--- src/hdl/udm_pkg.sv ---
// udm_pkg: shared constants for the upset detection monitor and its user-side driver
// assumes a single 200 MHz clock shared by both ends
package udm_pkg;

  // ---------------------------------------------------------------
  // clock and timing
  // ---------------------------------------------------------------
  localparam int unsigned CLK_PERIOD_PS    = 5000;
  localparam int unsigned PULSE_MIN_NS     = 500;
  localparam int unsigned PULSE_MIN_CYCLES = (PULSE_MIN_NS * 1000 + CLK_PERIOD_PS - 1)
                                             / CLK_PERIOD_PS;
  localparam int unsigned INTERVAL_MIN_US  = 1;
  localparam int unsigned INTERVAL_DEF_US  = 1650000;
  localparam int unsigned CYCLES_PER_US    = 1000000 / CLK_PERIOD_PS;

  // ---------------------------------------------------------------
  // crc
  // ---------------------------------------------------------------
  localparam int unsigned CRC_W    = 32;
  localparam logic [31:0] CRC_POLY = 32'h04c11db7;
  localparam logic [31:0] CRC_INIT = 32'hffffffff;

  // ---------------------------------------------------------------
  // configuration modes
  // ---------------------------------------------------------------
  typedef enum logic [1:0]
  {
    UDM_CFG_ACTIVE  = 2'h0,
    UDM_CFG_PASSIVE = 2'h1,
    UDM_CFG_JTAG    = 2'h3
  } udm_cfg_mode_e;

  // ---------------------------------------------------------------
  // monitor states
  // ---------------------------------------------------------------
  typedef enum logic [1:0]
  {
    UDM_IDLE  = 2'b00,
    UDM_SCAN  = 2'b01,
    UDM_CHECK = 2'b11,
    UDM_HOLD  = 2'b10
  } udm_state_e;

endpackage

--- src/hdl/udm_link_if.sv ---
// udm_link_if: wires between the monitor and the user logic in the core
// assumes both ends run on the same clock; no tristate pins
`timescale 1ns/10ps
interface udm_link_if;
  logic start;
  logic inject_error;
  logic error_clear;
  logic reconfig_req;
  logic error;
  logic done;

  modport monitor
  (
    input  start,
    input  inject_error,
    input  error_clear,
    input  reconfig_req,
    output error,
    output done
  );

  modport user
  (
    output start,
    output inject_error,
    output error_clear,
    output reconfig_req,
    input  error,
    input  done
  );
endinterface

--- src/hdl/udm_monitor.sv ---
// udm_monitor: configuration memory upset monitor, device end
// assumes configuration_memory is read one word per cycle through a read port,
// and that user inputs on the link may be asynchronous to CLOCK
`timescale 1ns/10ps
module udm_monitor
  import udm_pkg::*;
#(
  parameter int unsigned ADDR_W      = 10,
  parameter int unsigned MEM_WORDS   = 1024,
  parameter int unsigned INTERVAL_US = INTERVAL_DEF_US,
  parameter int unsigned CYCLES_US   = CYCLES_PER_US
)
(
  input  wire logic                CLOCK,
  input  wire logic                NRST,
  udm_link_if.monitor              LINK,
  input  wire logic                AUTO_MODE,
  input  wire udm_cfg_mode_e       CFG_MODE,
  input  wire logic [CRC_W-1:0]    REF_CRC,
  output logic      [ADDR_W-1:0]   MEM_ADDR,
  input  wire logic [CRC_W-1:0]    MEM_DATA,
  output logic                     RECONFIG
);

  localparam int unsigned TICKS = INTERVAL_US * CYCLES_US;
  localparam int unsigned CNT_W = $clog2(TICKS + 1);
  localparam logic [ADDR_W-1:0] LAST_ADDR = ADDR_W'(MEM_WORDS - 1);

  // ---------------------------------------------------------------
  // crc step over one 32-bit word, msb first
  // ---------------------------------------------------------------
  function automatic logic [CRC_W-1:0] crc_word(input logic [CRC_W-1:0] c,
                                                input logic [CRC_W-1:0] d);
    logic [CRC_W-1:0] r;
    r = c;
    for (int i = CRC_W - 1; i >= 0; i--)
    begin
      r = (r[CRC_W-1] ^ d[i]) ? ((r << 1) ^ CRC_POLY) : (r << 1);
    end
    return r;
  endfunction

  // ---------------------------------------------------------------
  // input synchronisers and rising-edge detect
  // ---------------------------------------------------------------
  logic [3:0] sync1;
  logic [3:0] sync2;
  logic [3:0] seen;
  logic [3:0] rise;
  logic [3:0] raw;

  assign raw = {LINK.reconfig_req, LINK.error_clear, LINK.inject_error, LINK.start};

  always_ff @(posedge CLOCK or negedge NRST)
  begin
    if (!NRST)
    begin
      sync1 <= 4'h0;
      sync2 <= 4'h0;
      seen  <= 4'h0;
    end
    else
    begin
      sync1 <= raw;
      sync2 <= sync1;
      seen  <= sync2;
    end
  end

  // an edge, not a level, so a long pulse is taken only once
  assign rise = sync2 & ~seen;

  wire start_p  = rise[0];
  wire inject_p = rise[1];
  wire clear_p  = rise[2];
  wire recfg_p  = rise[3];

  // ---------------------------------------------------------------
  // check trigger
  // ---------------------------------------------------------------
  logic [CNT_W-1:0] tick;
  udm_state_e       state;
  logic             trigger;

  always_ff @(posedge CLOCK or negedge NRST)
  begin
    if (!NRST)
    begin
      tick <= '0;
    end
    else if (!AUTO_MODE || clear_p || state != UDM_IDLE)
    begin
      tick <= '0;
    end
    else if (tick == CNT_W'(TICKS - 1))
    begin
      tick <= '0;
    end
    else
    begin
      tick <= tick + CNT_W'(1);
    end
  end

  always_comb
  begin
    if (AUTO_MODE)
    begin
      trigger = (tick == CNT_W'(TICKS - 1));
    end
    else
    begin
      trigger = start_p;
    end
  end

  // ---------------------------------------------------------------
  // scan state machine: reads memory through its own port, so user
  // logic keeps running throughout
  // ---------------------------------------------------------------
  logic [CRC_W-1:0] crc;
  logic             error;
  logic             done;
  logic             mismatch;

  always_ff @(posedge CLOCK or negedge NRST)
  begin
    if (!NRST)
    begin
      state    <= UDM_IDLE;
      MEM_ADDR <= '0;
      crc      <= CRC_INIT;
    end
    else if (clear_p)
    begin
      state    <= UDM_IDLE;
      MEM_ADDR <= '0;
      crc      <= CRC_INIT;
    end
    else
    begin
      unique case (state)
        UDM_IDLE:
        begin
          if (trigger)
          begin
            state    <= UDM_SCAN;
            MEM_ADDR <= '0;
            crc      <= CRC_INIT;
          end
        end
        UDM_SCAN:
        begin
          crc <= crc_word(crc, MEM_DATA);
          if (MEM_ADDR == LAST_ADDR)
          begin
            state <= UDM_CHECK;
          end
          else
          begin
            MEM_ADDR <= MEM_ADDR + ADDR_W'(1);
          end
        end
        UDM_CHECK:
        begin
          state <= mismatch ? UDM_HOLD : UDM_IDLE;
        end
        UDM_HOLD:
        begin
          state <= UDM_HOLD;
        end
      endcase
    end
  end

  assign mismatch = (crc != REF_CRC);

  // ---------------------------------------------------------------
  // status flags: a new event in the clear cycle wins
  // ---------------------------------------------------------------
  always_ff @(posedge CLOCK or negedge NRST)
  begin
    if (!NRST)
    begin
      error <= 1'b0;
    end
    else if (inject_p || (state == UDM_CHECK && mismatch))
    begin
      error <= 1'b1;
    end
    else if (clear_p)
    begin
      error <= 1'b0;
    end
  end

  always_ff @(posedge CLOCK or negedge NRST)
  begin
    if (!NRST)
    begin
      done <= 1'b0;
    end
    else if (state == UDM_CHECK)
    begin
      done <= 1'b1;
    end
    else if (clear_p || (state == UDM_IDLE && trigger))
    begin
      done <= 1'b0;
    end
  end

  assign LINK.error = error;
  assign LINK.done  = done;

  // ---------------------------------------------------------------
  // reconfiguration request: only on user demand, only in active mode
  // ---------------------------------------------------------------
  always_ff @(posedge CLOCK or negedge NRST)
  begin
    if (!NRST)
    begin
      RECONFIG <= 1'b0;
    end
    else
    begin
      RECONFIG <= recfg_p && (CFG_MODE == UDM_CFG_ACTIVE);
    end
  end

endmodule

--- src/flat_wrapper.sv ---
// flat-port wrapper written by rule: the top's interface ports become plain ports
module udm_monitor_flat import udm_pkg::*;
#(
  parameter int unsigned ADDR_W      = 10,
  parameter int unsigned MEM_WORDS   = 1024,
  parameter int unsigned INTERVAL_US = INTERVAL_DEF_US,
  parameter int unsigned CYCLES_US   = CYCLES_PER_US
)
  (CLOCK, NRST, AUTO_MODE, CFG_MODE, REF_CRC, MEM_ADDR, MEM_DATA, RECONFIG, LINK_start, LINK_inject_error, LINK_error_clear, LINK_reconfig_req, LINK_error, LINK_done);
  udm_link_if LINK_i ();
  input  wire logic CLOCK;
  input  wire logic NRST;
  input  wire logic AUTO_MODE;
  input  wire udm_cfg_mode_e CFG_MODE;
  input  wire logic [CRC_W-1:0] REF_CRC;
  output logic      [ADDR_W-1:0] MEM_ADDR;
  input  wire logic [CRC_W-1:0] MEM_DATA;
  output logic RECONFIG;
  input wire logic [$bits(LINK_i.start)-1:0] LINK_start;
  input wire logic [$bits(LINK_i.inject_error)-1:0] LINK_inject_error;
  input wire logic [$bits(LINK_i.error_clear)-1:0] LINK_error_clear;
  input wire logic [$bits(LINK_i.reconfig_req)-1:0] LINK_reconfig_req;
  output wire logic [$bits(LINK_i.error)-1:0] LINK_error;
  output wire logic [$bits(LINK_i.done)-1:0] LINK_done;
  assign LINK_i.start = LINK_start;
  assign LINK_i.inject_error = LINK_inject_error;
  assign LINK_i.error_clear = LINK_error_clear;
  assign LINK_i.reconfig_req = LINK_reconfig_req;
  assign LINK_error = LINK_i.error;
  assign LINK_done = LINK_i.done;
  udm_monitor #(.ADDR_W(ADDR_W), .MEM_WORDS(MEM_WORDS), .INTERVAL_US(INTERVAL_US), .CYCLES_US(CYCLES_US)) u_core (.CLOCK(CLOCK), .NRST(NRST), .LINK(LINK_i), .AUTO_MODE(AUTO_MODE), .CFG_MODE(CFG_MODE), .REF_CRC(REF_CRC), .MEM_ADDR(MEM_ADDR), .MEM_DATA(MEM_DATA), .RECONFIG(RECONFIG));
endmodule
--- config.mk ---
export PLATFORM = sky130hd
export DESIGN_NAME = udm_monitor_flat
export DESIGN_NICKNAME = d
export VERILOG_FILES = /design/src/hdl/udm_pkg.sv /design/src/hdl/udm_link_if.sv /design/src/hdl/udm_monitor.sv /design/src/flat_wrapper.sv
export SDC_FILE = /design/constraint.sdc
export NUM_CORES = 1
export LEC_CHECK = 0
export ABC_AREA = 1
export BUFFER_PORTS_ARGS = -buffer_cell sky130_fd_sc_hd__clkbuf_2
export CAP_MARGIN = 20
export CORE_UTILIZATION = 38
export CTS_BUF_LIST = sky130_fd_sc_hd__clkbuf_4 sky130_fd_sc_hd__clkbuf_8
export DETAILED_ROUTE_END_ITERATION = 12
export GPL_ROUTABILITY_DRIVEN = 0
export SYNTH_ARGS = -nofsm -noshare
export SYNTH_HDL_FRONTEND = slang
export SYNTH_SLANG_ARGS = --single-unit
--- constraint.sdc ---
create_clock -name CLOCK -period 8.1 [get_ports CLOCK]
set_clock_uncertainty 0.2 [all_clocks]
set_input_delay 1.62 -clock CLOCK [delete_from_list [all_inputs] [get_ports CLOCK]]
set_output_delay 1.62 -clock CLOCK [all_outputs]
set_load 0.05 [all_outputs]
# [Yosys cells after proc, flatten, opt, wreduce, memory -nomap -nowiden]
# Index checks and enable logic that the tools add are counted.
# Widths: inputs -> output; s select.
[op_classes] n_addsub=2 eq_ne=9 n_mux=51 bitwise=66 reduce_logical=17
[op_table] cell="$mux 27" n=32
[op_table] cell="$not 14->14" n=32
[op_table] cell="$mux 32" n=2
[op_table] cell="$pmux 32 s2" n=1
[op_table] cell="$mux 29" n=2
[op_table] cell="$ne 32x32->1" n=1
[op_table] cell="$xor 1x1->1" n=32
[op_table] cell="$mux 10" n=3
[op_table] cell="$add 29x1->29 const B" n=1
[op_table] cell="$eq 29x29->1 const B" n=1
[op_table] cell="$pmux 10 s2" n=1
[op_table] cell="$add 10x1->10 const B" n=1
[op_table] cell="$eq 10x10->1 const B" n=1
[op_table] cell="$mux 2" n=4
[op_table] cell="$pmux 2 s4" n=1
[op_table] cell="$ne 3x1->1 const B" n=2
[op_table] cell="$reduce_bool 2->1" n=3
[op_table] cell="$mux 1" n=5
[op_table] cell="$and 4x4->4" n=1
[op_table] cell="$eq 2x2->1 const B" n=2
[op_table] cell="$logic_not 2->1" n=2
[op_table] cell="$logic_or 1x1->1" n=4
[op_table] cell="$not 4->4" n=1
[op_table] cell="$reduce_and 2->1" n=2
[op_table] cell="6 further kinds" n=8
[totals] ff_bits=88 inputBits=73 out_inout_bits=13 word_cells=155

# [Depth between registers and ports, before layout]
# Gate-level depths: netlist of run 1.
[depth] word_depth=66 mapped_depth=30 mapped_depth_nobuf=29

# [Worst setup path before layout of run 1]
# Ideal clock, no wire load.
[synth_timing] path_kind="in2reg" startpoint="input MEM_DATA[31]" endpoint="register u_core.crc[12]" setup_ns=0.072 arrival_time_ns=3.747 t_required_ns=7.828 setup_slack_ns=4.081 stages=26 n_path_buf=0 cell_sequence="inv_1 nand2_1 nand2_4 nand2_2 nand2_4 nand2_4 nand2_8 nand3_2 nand2_4 inv_4 nand2_1 nand3_2 nand2_4 nand2_1 nand3_1 nand2_1 nand2_2 nand2_4 nand2_2 nand2_2 nand2_1 nand2_1 nand2_1 nand3_1 nand2_1 inv_1"
[synth_between] elab_chain_cells=43 word_cells_on_any_way=83 classes_between="mux (34); bitwise (49)"
[synth_lines] item="start: declaration" line_no="flat_wrapper.sv:17" text="input wire logic [CRC_W-1:0] MEM_DATA;"
[synth_lines] item="$xor 1x1->1 (*)" line_no="udm_monitor.sv:38" text="r = (r[CRC_W-1] ^ d[i]) ? ((r << 1) ^ CRC_POLY) : (r << 1);"
[synth_lines] item="$mux 27 (*)" line_no="udm_monitor.sv:38"
[synth_lines] item="$mux 27 or $not 14->14 (tied branches) (2 in series)"
[synth_lines] item="$mux 27" line_no="udm_monitor.sv:38"
[synth_lines] item="$not 14->14 (no line) or $mux 27 (tied branches)"
[synth_lines] item="$mux 27" line_no="udm_monitor.sv:38"
[synth_lines] item="$mux 27 or $not 14->14 (tied branches) (2 in series)"
[synth_lines] item="$mux 27" line_no="udm_monitor.sv:38"
[synth_lines] item="[25 not listed]"
[synth_lines] item="$not 14->14 (no line) or $mux 27 (tied branches)"
[synth_lines] item="$mux 27" line_no="udm_monitor.sv:38"
[synth_lines] item="$not 14->14 (no line) or $xor 1x1->1 (tied branches)"
[synth_lines] item="$mux 27" line_no="udm_monitor.sv:38"
[synth_lines] item="$not 14->14 (no line) or $xor 1x1->1 (tied branches)"
[synth_lines] item="$mux 27 (*)" line_no="udm_monitor.sv:38"
[synth_lines] item="$pmux 32 s2 (*)" line_no="udm_monitor.sv:142" text="unique case (state)"
[synth_lines] item="$mux 32 (*)" line_no="udm_monitor.sv:134" text="else if (clear_p)"
[synth_lines] item="end signal: assignment" line_no="udm_monitor.sv:154" text="crc <= crc_word(crc, MEM_DATA);"
[synth_lines] item="end: declaration" line_no="udm_monitor.sv:121" text="logic [CRC_W-1:0] crc;"
# Every way passes the cells marked *; elsewhere a longest branch is shown, timed or not.
# A chain may end at the register's enable or synchronous reset.

# [Worst setup path in the final report of run 1]
[layout_timing] startpoint="input MEM_DATA[30]" endpoint="register u_core.crc[4]"
[layout_between] elab_chain_cells=41 word_cells_on_any_way=75 classes_between="mux (32); bitwise (43)"
[layout_lines] item="$xor 1x1->1 (*)" line_no="udm_monitor.sv:38"
[layout_lines] item="$mux 27 (*)" line_no="udm_monitor.sv:38"
[layout_lines] item="$mux 27 or $not 14->14 (tied branches)"
[layout_lines] item="$not 14->14 (no line) or $mux 27 (tied branches)"
[layout_lines] item="$mux 27" line_no="udm_monitor.sv:38"
[layout_lines] item="$not 14->14 (no line)"
[layout_lines] item="$mux 27" line_no="udm_monitor.sv:38"
[layout_lines] item="$mux 27 or $not 14->14 (tied branches)"
[layout_lines] item="[25 not listed]"
[layout_lines] item="$mux 27" line_no="udm_monitor.sv:38"
[layout_lines] item="$not 14->14 (no line) (tied with other cells)"
[layout_lines] item="$mux 27 or $not 14->14 (tied branches)"
[layout_lines] item="$mux 27" line_no="udm_monitor.sv:38"
[layout_lines] item="$not 14->14 (no line) or $xor 1x1->1 (tied branches)"
[layout_lines] item="$mux 27 (*)" line_no="udm_monitor.sv:38"
[layout_lines] item="$pmux 32 s2 (*)" line_no="udm_monitor.sv:142"
[layout_lines] item="$mux 32 (*)" line_no="udm_monitor.sv:134"
# Marked as above.

==> results, run 1 <==
- The flow ran to the end, and the final reports show no timing, DRC or antenna violations.
- The classification of the worst-slack hold path is flip-flop to flip-flop.
- Setup total negative slack on the finished layout was measured at 0 ns.
- The maximum number of pins on one net before global-route repair is 48.
- In the synthesized netlist, the cells that appear most often are nand2_1, inv_1, nand3_1.
- After detailed routing, the total wire length is 30430 um.
- The clock period minus worst slack is 4.726 ns.
- The total clock sinks is just under 90.
- The detailed router's first-iteration violation count is 610.
- The count of mapped cells out of synthesis is 1484.
- The multi-input combinational cells in the finished layout cover a total of 6520 um^2.
- The final HPWL from detailed placement is 25290 um.
- Once routing completed, OpenROAD measured the worst setup slack at between 3 and 4 ns.
- The tree is rooted in a clkbuf_8.
- Setup violations remaining at the end of the flow were counted as 0.
- The placed instance count is 1883.
- The area of all sequential standard cells is 2242 um^2.
- The H-tree generated during clock tree synthesis spans 3 levels.
- Yosys attributes the largest share of cell area to nand2_1, dfrtp_1, dfstp_2.
- Setup repair after global routing left no endpoint under its margin.
- The maximum fanout encountered on the critical timing path is 12.
- The number of routed nets with antenna violations is 0.
- The width of the chip is 161.2 um.
- The headroom to the max-slew limit is 0.4705.
- The iteration count of the initial detailed-routing pass is 5.
- The floorplan die area is 25970 um^2.
- Among all flip-flop cells after synthesis, the most frequent one is dfrtp_1.
- For this run, asynchronously set or reset flops after synthesis account for 1.000.
- The routed layout has 9541 vias.
- The via count of the first global-routing pass is 8993.
- The final critical-path share of the clock period is 0.5834.
- The number of hold-slack violations in the final timing report came to 0.
- In this run the mean area of a mapped cell was 6.487 um^2.
- For this run, the total global-route usage over all layers was measured as 0.2385.
- In this run, CTS created clock tree buffers numbering 9.
- The clock-pin slew reported for the worst setup and hold paths after clock tree synthesis is 0.08 ns.
- For this run, the register share of the synthesized area comes to 0.2329.
- After detailed routing, the number of remaining DRC violations is 0.
- Compared with the post-synthesis result, the final layout area differs by 9.851%.
- For the pin with the worst max-slew slack, the measured transition is 0.7934 ns.
- The final cell count without fillers is 1901.
- The initial antenna violation count is 3.
- The number of placement rows is 57.
- The kind of start point of the critical path is a primary input.
- The count of synthesis-stage warnings from yosys is 0.
- The number of top-level pins is 86.
- The first global-routing pass estimated 47620 um of wire.
- The max-capacitance violation count is 0.
- The kind of end point of the critical path is a flip-flop.
- In the final design database the tool counted 1646 nets.
- At the worst endpoint, the arrival time is 4.80 ns.
- Of the post-synthesis cell area, the dominant cell type holds 0.2094.
- The leftover overflow at the end of global routing is 0.
- Of the cells placed in the final design, the portion with a size suffix greater than 1 is 0.2164.
- The clock reaches the later pin of the worst-skew pair after 0.37 ns.
- In this run, distinct cell masters in the synthesized netlist total 59.
- The area of the core region is 24600 um^2.
- The type of the setup path with the least slack is primary input to flip-flop.
- After detailed routing, the average wire length per cell comes to 16.01 um.
- In the routed layout, each cell is associated on average with a via count of 5.019.
- The max-slew violation total from the final report was 0.
- The number of flops mapped to enable cells by yosys is 0.
- The count of hold buffers inserted by post-cts repair is 0.
- The number of fill cells is 2637.
- The most numerous cell in the Yosys netlist is nand2_1.
- The count of instances resized after the clock tree is built is 0.
- The post-synthesis cell type with the largest combined area is nand2_1.
- Port buffering added 85 buffers.
- The worst setup slack after placement is 3.008 ns.
- The number of flip-flops and latches in the synthesized netlist is 88.
- TritonCTS built the clock tree.
- For this configuration, the core starts out at a cell density of 0.3913.
- In this run the vertical extent of the chip is 161.2 um.
- The area of the mapped netlist is 9627 um^2.
- The maximum clock rate is between 0.2 and 0.25 GHz.
- Hold timing on the final database bottoms out at a slack of 0.1564 ns.
- The net count of the mapped netlist is 1559.
- The required time of the critical path is roughly 8.2 ns.
- The largest buffer count on any clock path is 2.
- The total setup buffers inserted after CTS is 0.
## per-stage QoR
stage / area (um^2) / utilization
6_report: 10580 / 0.4298
5_1_grt: 10570 / 0.4297
4_1_cts: 10570 / 0.4295
3_5_place_dp: 10390 / 0.4222
3_3_place_gp: 10390 / 0.4222
2_1_floorplan: 9627 / -
## logic make-up after synthesis
logic type / after synthesis / share of synthesized area
AOI/OAI and AO/OA: 80 / 0.04770
xor gates and xnor gates: 136 / 0.1339
adders and majority gates: 2 / 0.002599
buffers and inverters: 217 / 0.09007
DFF: 88 / 0.2329
and+or+nand+nor: 961 / 0.4929
## layout by cell type, fill, tap and decap left out, types with 10 or more instances in the layout
| cell type | instances |
|---|---|
| nand3_1 | 133 |
| nand2_2 | 79 |
| nand2_1 | 537 |
| dfrtp_1 | 56 |
| xnor2_1 | 42 |
| inv_1 | 173 |
| nor3_1 | 14 |
| a21oi_1 | 20 |
| o21ai_0 | 26 |
| dfstp_2 | 32 |
| nand4_1 | 19 |
| inv_2 | 28 |
| or2_2 | 13 |
| xor2_1 | 87 |
| nor2_1 | 62 |
| nand2_4 | 36 |
| o22ai_1 | 10 |
| clkbuf_8 | 10 |
| nand3_2 | 16 |
| clkbuf_2 | 84 |
## state kept, by name (all words and copies together) (netlist names)
| register | flops |
|---|---|
| u_core.MEM_ADDR | 10 |
| u_core.sync2 | 4 |
| u_core.LINK.error | 1 |
| u_core.RECONFIG | 1 |
| u_core.LINK.done | 1 |
| u_core.state | 2 |
| u_core.tick | 29 |
| u_core.sync1 | 4 |
| u_core.seen | 4 |
| u_core.crc | 32 |
## layer usage
layer	vias up	GRT usage	wire length [um]
met5	-	0	12
met4	2	0.08705	925
met3	50	0.03749	1834
met2	254	0.4065	14440
met1	4420	0.3032	13220
li1	4815	-	-
## path summary, 6_finish.rpt
path / from / end / slack [ns] / cells after the start
worst max-delay path: MEM_DATA[30] / u_core.crc[4] / 3.37 / 24
worst min-delay path: u_core.sync1[2] / u_core.sync2[2] / 0.16 / 0
worst max register to register: u_core.tick[0] / u_core.MEM_ADDR[9] / 4.01 / 15
worst min register to register: u_core.sync1[2] / u_core.sync2[2] / 0.16 / 0
max in group asynchronous: NRST / u_core.MEM_ADDR[3] / 5.67 / 2
min in group asynchronous: NRST / u_core.sync2[0] / 1.03 / 1
## final cells by class
| class | count | share of cell area |
|---|---|---|
| Multi-Input combinational cell | 1179 | 0.6165 |
| Sequential cell | 88 | 0.2120 |
| Inverter | 205 | 0.07359 |
| Timing Repair Buffer | 88 | 0.04236 |
| Tap cell | 324 | 0.03833 |
| Clock buffer | 13 | 0.01514 |
| Clock inverter | 3 | 0.001775 |
| Antenna cell | 1 | 0.0002366 |
## critical path: stages
cell and delay [ns]:
clkbuf_2 0.10, inv_1 0.08, nand2_1 0.05, nand2_1 0.39, nand2_1 0.18, nand2_2 0.19
nand2_1 0.09, nand3_2 0.11, nand2_4 0.10, inv_2 0.12, nand3_1 0.08, nand2_1 0.20
nand2_1 0.14, nand2_4 0.14, nand2_2 0.07, nand2_1 0.07, nand2_2 0.10, nand2_4 0.16
nand2_4 0.07, nand2_4 0.11, xor2_1 0.28, nand2_1 0.08, nand3_1 0.13, o21ai_1 0.09
Power of run 1 is not shown: default switching activity piles up to over one toggle a cycle in this logic, so the estimate is an artifact.
==> run 2: changes to the inputs <==
clock period = 4.6 ns   (was 8.1 ns; I/O delays follow)
==> results, run 2 (synthesized netlist as in run 1, its figures left out) <==
- The number of buffers created by CTS is 9 (unchanged).
- The number of fill cells came to 2612 (-0.95%).
- The library cells used most frequently in the layout, excluding fill and tap cells, are nand2_1, inv_1, nand3_1.
- The count of buffering cells on the critical path with inverters included is 5 (+2).
- The sum of negative setup slack came to 0 ns (unchanged).
- The flow ran to the end, and the final reports show no timing, DRC or antenna violations.
- The max-capacitance violation count came to 0 (unchanged).
- The number of routed nets with antenna violations came to 0 (unchanged).
- The delay contributed by the slowest stage of the critical path is 0.30 ns (-0.09 ns).
- The flip-flop count of the largest register, all copies and words added is 32 (unchanged).
- The starting utilization of the core area is 0.3913 (unchanged).
- The maximum clock rate is roughly 0.26 GHz.
- The max-slew violation total from the final report is 0 (unchanged).
- The overall die height was 161.2 um (unchanged).
- The share of cells above drive strength 1 is 0.2184 (+0.001984).
- The library cell used as clock root buffer is clkbuf_8.
- The count of vias placed by the detailed router is 9495 (-0.48%).
- The floorplan die area came to 25970 um^2 (unchanged).
- The largest register by flop count is u_core.crc.
- The total track usage came to 0.2395 (+0.0009474).
- The maximum fanout encountered on the critical timing path is 9 (-3).
- The count of instances resized after the clock tree is built is 0 (unchanged).
- The initial antenna violation count is 3 (unchanged).
- The wire length of the first global-routing pass was 47720 um (+0.22%).
- The count of hold buffers inserted by post-cts repair is 0 (unchanged).
- The total of buffers placed on input and output ports is 85 (unchanged).
- The maximum number of pins on one net before global-route repair came to 66 (+38%).
- The routed wire length is 30380 um (-0.18%).
- The routed length per placed instance is 15.94 um (-0.45%).
- The post-route DRC violation count is 0 (unchanged).
- The width of the chip was 161.2 um (unchanged).
- The largest registers in the layout are u_core.crc: 32 flops, u_core.tick: 29 flops, u_core.MEM_ADDR: 10 flops.
- Walking the worst path, the cells encountered are clkbuf_2 -> inv_1 -> nand2_1 -> nand2_1 -> nand2_1 -> nand2_2 -> nand2_1 -> nand3_1 -> nand3_1 -> nand2_2 -> inv_2 -> nand2_2 -> nand3_1 -> nand2_1 -> nand3_2 -> nand2_2 -> nand2_1 -> nand2_2 -> xor2_1 -> inv_1 -> nand3_1 -> nand3_1 -> nand2_1 -> inv_1.
- The leftover overflow at the end of global routing is 0 (unchanged).
- The via count of the first global-routing pass is 8953 (-0.44%).
- The cell type with the highest occurrence count on the critical path is nand2_1.
- The required time of the critical path was 4.73 ns (-3.44 ns).
- The iteration count of the initial detailed-routing pass is 6 (+1).
- The most common cell after layout, fill and taps aside is nand2_1.
- The area of the core region was 24600 um^2 (unchanged).
- The min-delay analysis places its worst path in the category flip-flop to flip-flop.
- The area growth from synthesis to layout is 10.65%.
- The worst flop-to-flop path startpoint is u_core.crc[30].
- The clock period minus worst slack is 3.852 ns.
- The number of top-level pins is 86 (unchanged).
- The insertion delay to the later sink of the worst-skew pair is 0.38 ns (about the same).
- The total clock sinks is 88 (unchanged).
- The total number of nets in the final design is 1650 (+0.24%).
- The worst setup path is of the primary input to flip-flop kind.
- The total setup buffers inserted after CTS is 0 (unchanged).
- The number of hold-slack violations in the final timing report is 0 (unchanged).
- The detailed router's first-iteration violation count is 581 (-4.8%).
- The footprint of the multi-input gates is 6520 um^2 (unchanged).
- The number of H-tree branching levels was 3 (unchanged).
- The headroom to the max-slew limit is 0.4349 (-0.03553).
- The number of placement rows is 57 (unchanged).
- The final HPWL from detailed placement is 25390 um (+0.38%).
- The data arrival time of the critical path came to 3.98 ns (-0.82 ns).
- The slowest cell on the critical path is xor2_1.
- The worst setup slack after placement came to 0.3643 ns (-2.643 ns).
- Dividing the final minimum period by the clock period gives 0.8374.
- The final worst-path setup slack is 0.7480 ns (-2.626 ns).
- The cell family contributing the most delay on the critical path is simple AND/OR/NAND/NOR gates.
- The kind of start point of the critical path is a primary input.
- The measured slew at the worst slew-check pin is 0.8476 ns (+0.05417 ns).
- The worst setup path startpoint is MEM_DATA[30].
- The largest buffer count on any clock path came to 2 (unchanged).
- The TritonCTS clock tree is done.
- Setup repair after global routing left no endpoint under its margin.
- The clock-pin slew reported for the worst setup and hold paths after clock tree synthesis was 0.10 ns (+0.02 ns).
- The startpoint of the worst hold path is u_core.sync1[2].
- The routed via count divided by cell count came to 4.982 (-0.74%).
- The kind of end point of the critical path is a flip-flop.
- The area of all sequential standard cells is 2242 um^2 (unchanged).
- The final number of setup-violating endpoints is 0 (unchanged).
run 2: per-layer routing:
| metal | part of all wire | GRT usage |
|---|---|---|
| met4 | 0.042 | 0.1111 |
| met5 | 0 | 0 |
| met1 | 0.43 | 0.3095 |
| met3 | 0.069 | 0.04314 |
| met2 | 0.45 | 0.3871 |
run 2: per-stage QoR:
| step | util | hold WS, ns | instances | instance area (um^2) |
|---|---|---|---|---|
| 4_1_cts | 0.4325 | 0.1567 | 1903 | 10640 |
| 3_3_place_gp | 0.4234 | 0.1348 | 1887 | 10420 |
| 2_1_floorplan | - | 0.1312 | 1484 | 9627 |
| 3_5_place_dp | 0.4234 | 0.1347 | 1887 | 10420 |
| 6_report | 0.4329 | 0.1562 | 1906 | 10650 |
| 5_1_grt | 0.4327 | 0.1625 | 1904 | 10650 |
run 2: path summary, 6_finish.rpt:
path	slack, ns	end	cells after the start
worst max-delay path	0.75	u_core.crc[7]	24
worst min-delay path	0.16	u_core.sync2[2]	0
worst max register to register	0.83	u_core.crc[7]	24
worst min register to register	0.16	u_core.sync2[2]	0
max in group asynchronous	2.85	u_core.crc[24]	2
min in group asynchronous	0.45	u_core.tick[3]	1
run 2: cell type report:
type,instances,share of cell area
clock buffers,10,0.01233
flip-flops and latches,88,0.2105
clock inverters,6,0.008575
well taps,324,0.03806
diodes,2,0.0004699
repair buffers,92,0.04487
inverters,205,0.07306
multi-input cells,1179,0.6121
run 2: worst reg2reg max path, cell delays in order, from the launching register on:
cell and delay [ns]:
dfstp_2 0.60, inv_2 0.07, nand2_1 0.06, nand2_1 0.22, nand2_1 0.21, nand2_2 0.16, nand2_1 0.09, nand3_1 0.11
nand2_1 0.10, nand2_1 0.09, nand2_2 0.16, inv_2 0.10, nand2_2 0.08, nand3_1 0.06, nand2_1 0.09, nand3_2 0.16
nand2_2 0.23, nand2_1 0.09, nand2_2 0.13, xor2_1 0.30, inv_1 0.10, nand3_1 0.10, nand3_1 0.10, nand2_1 0.08
inv_1 0.04
Power of run 2 is left out for the same reason.
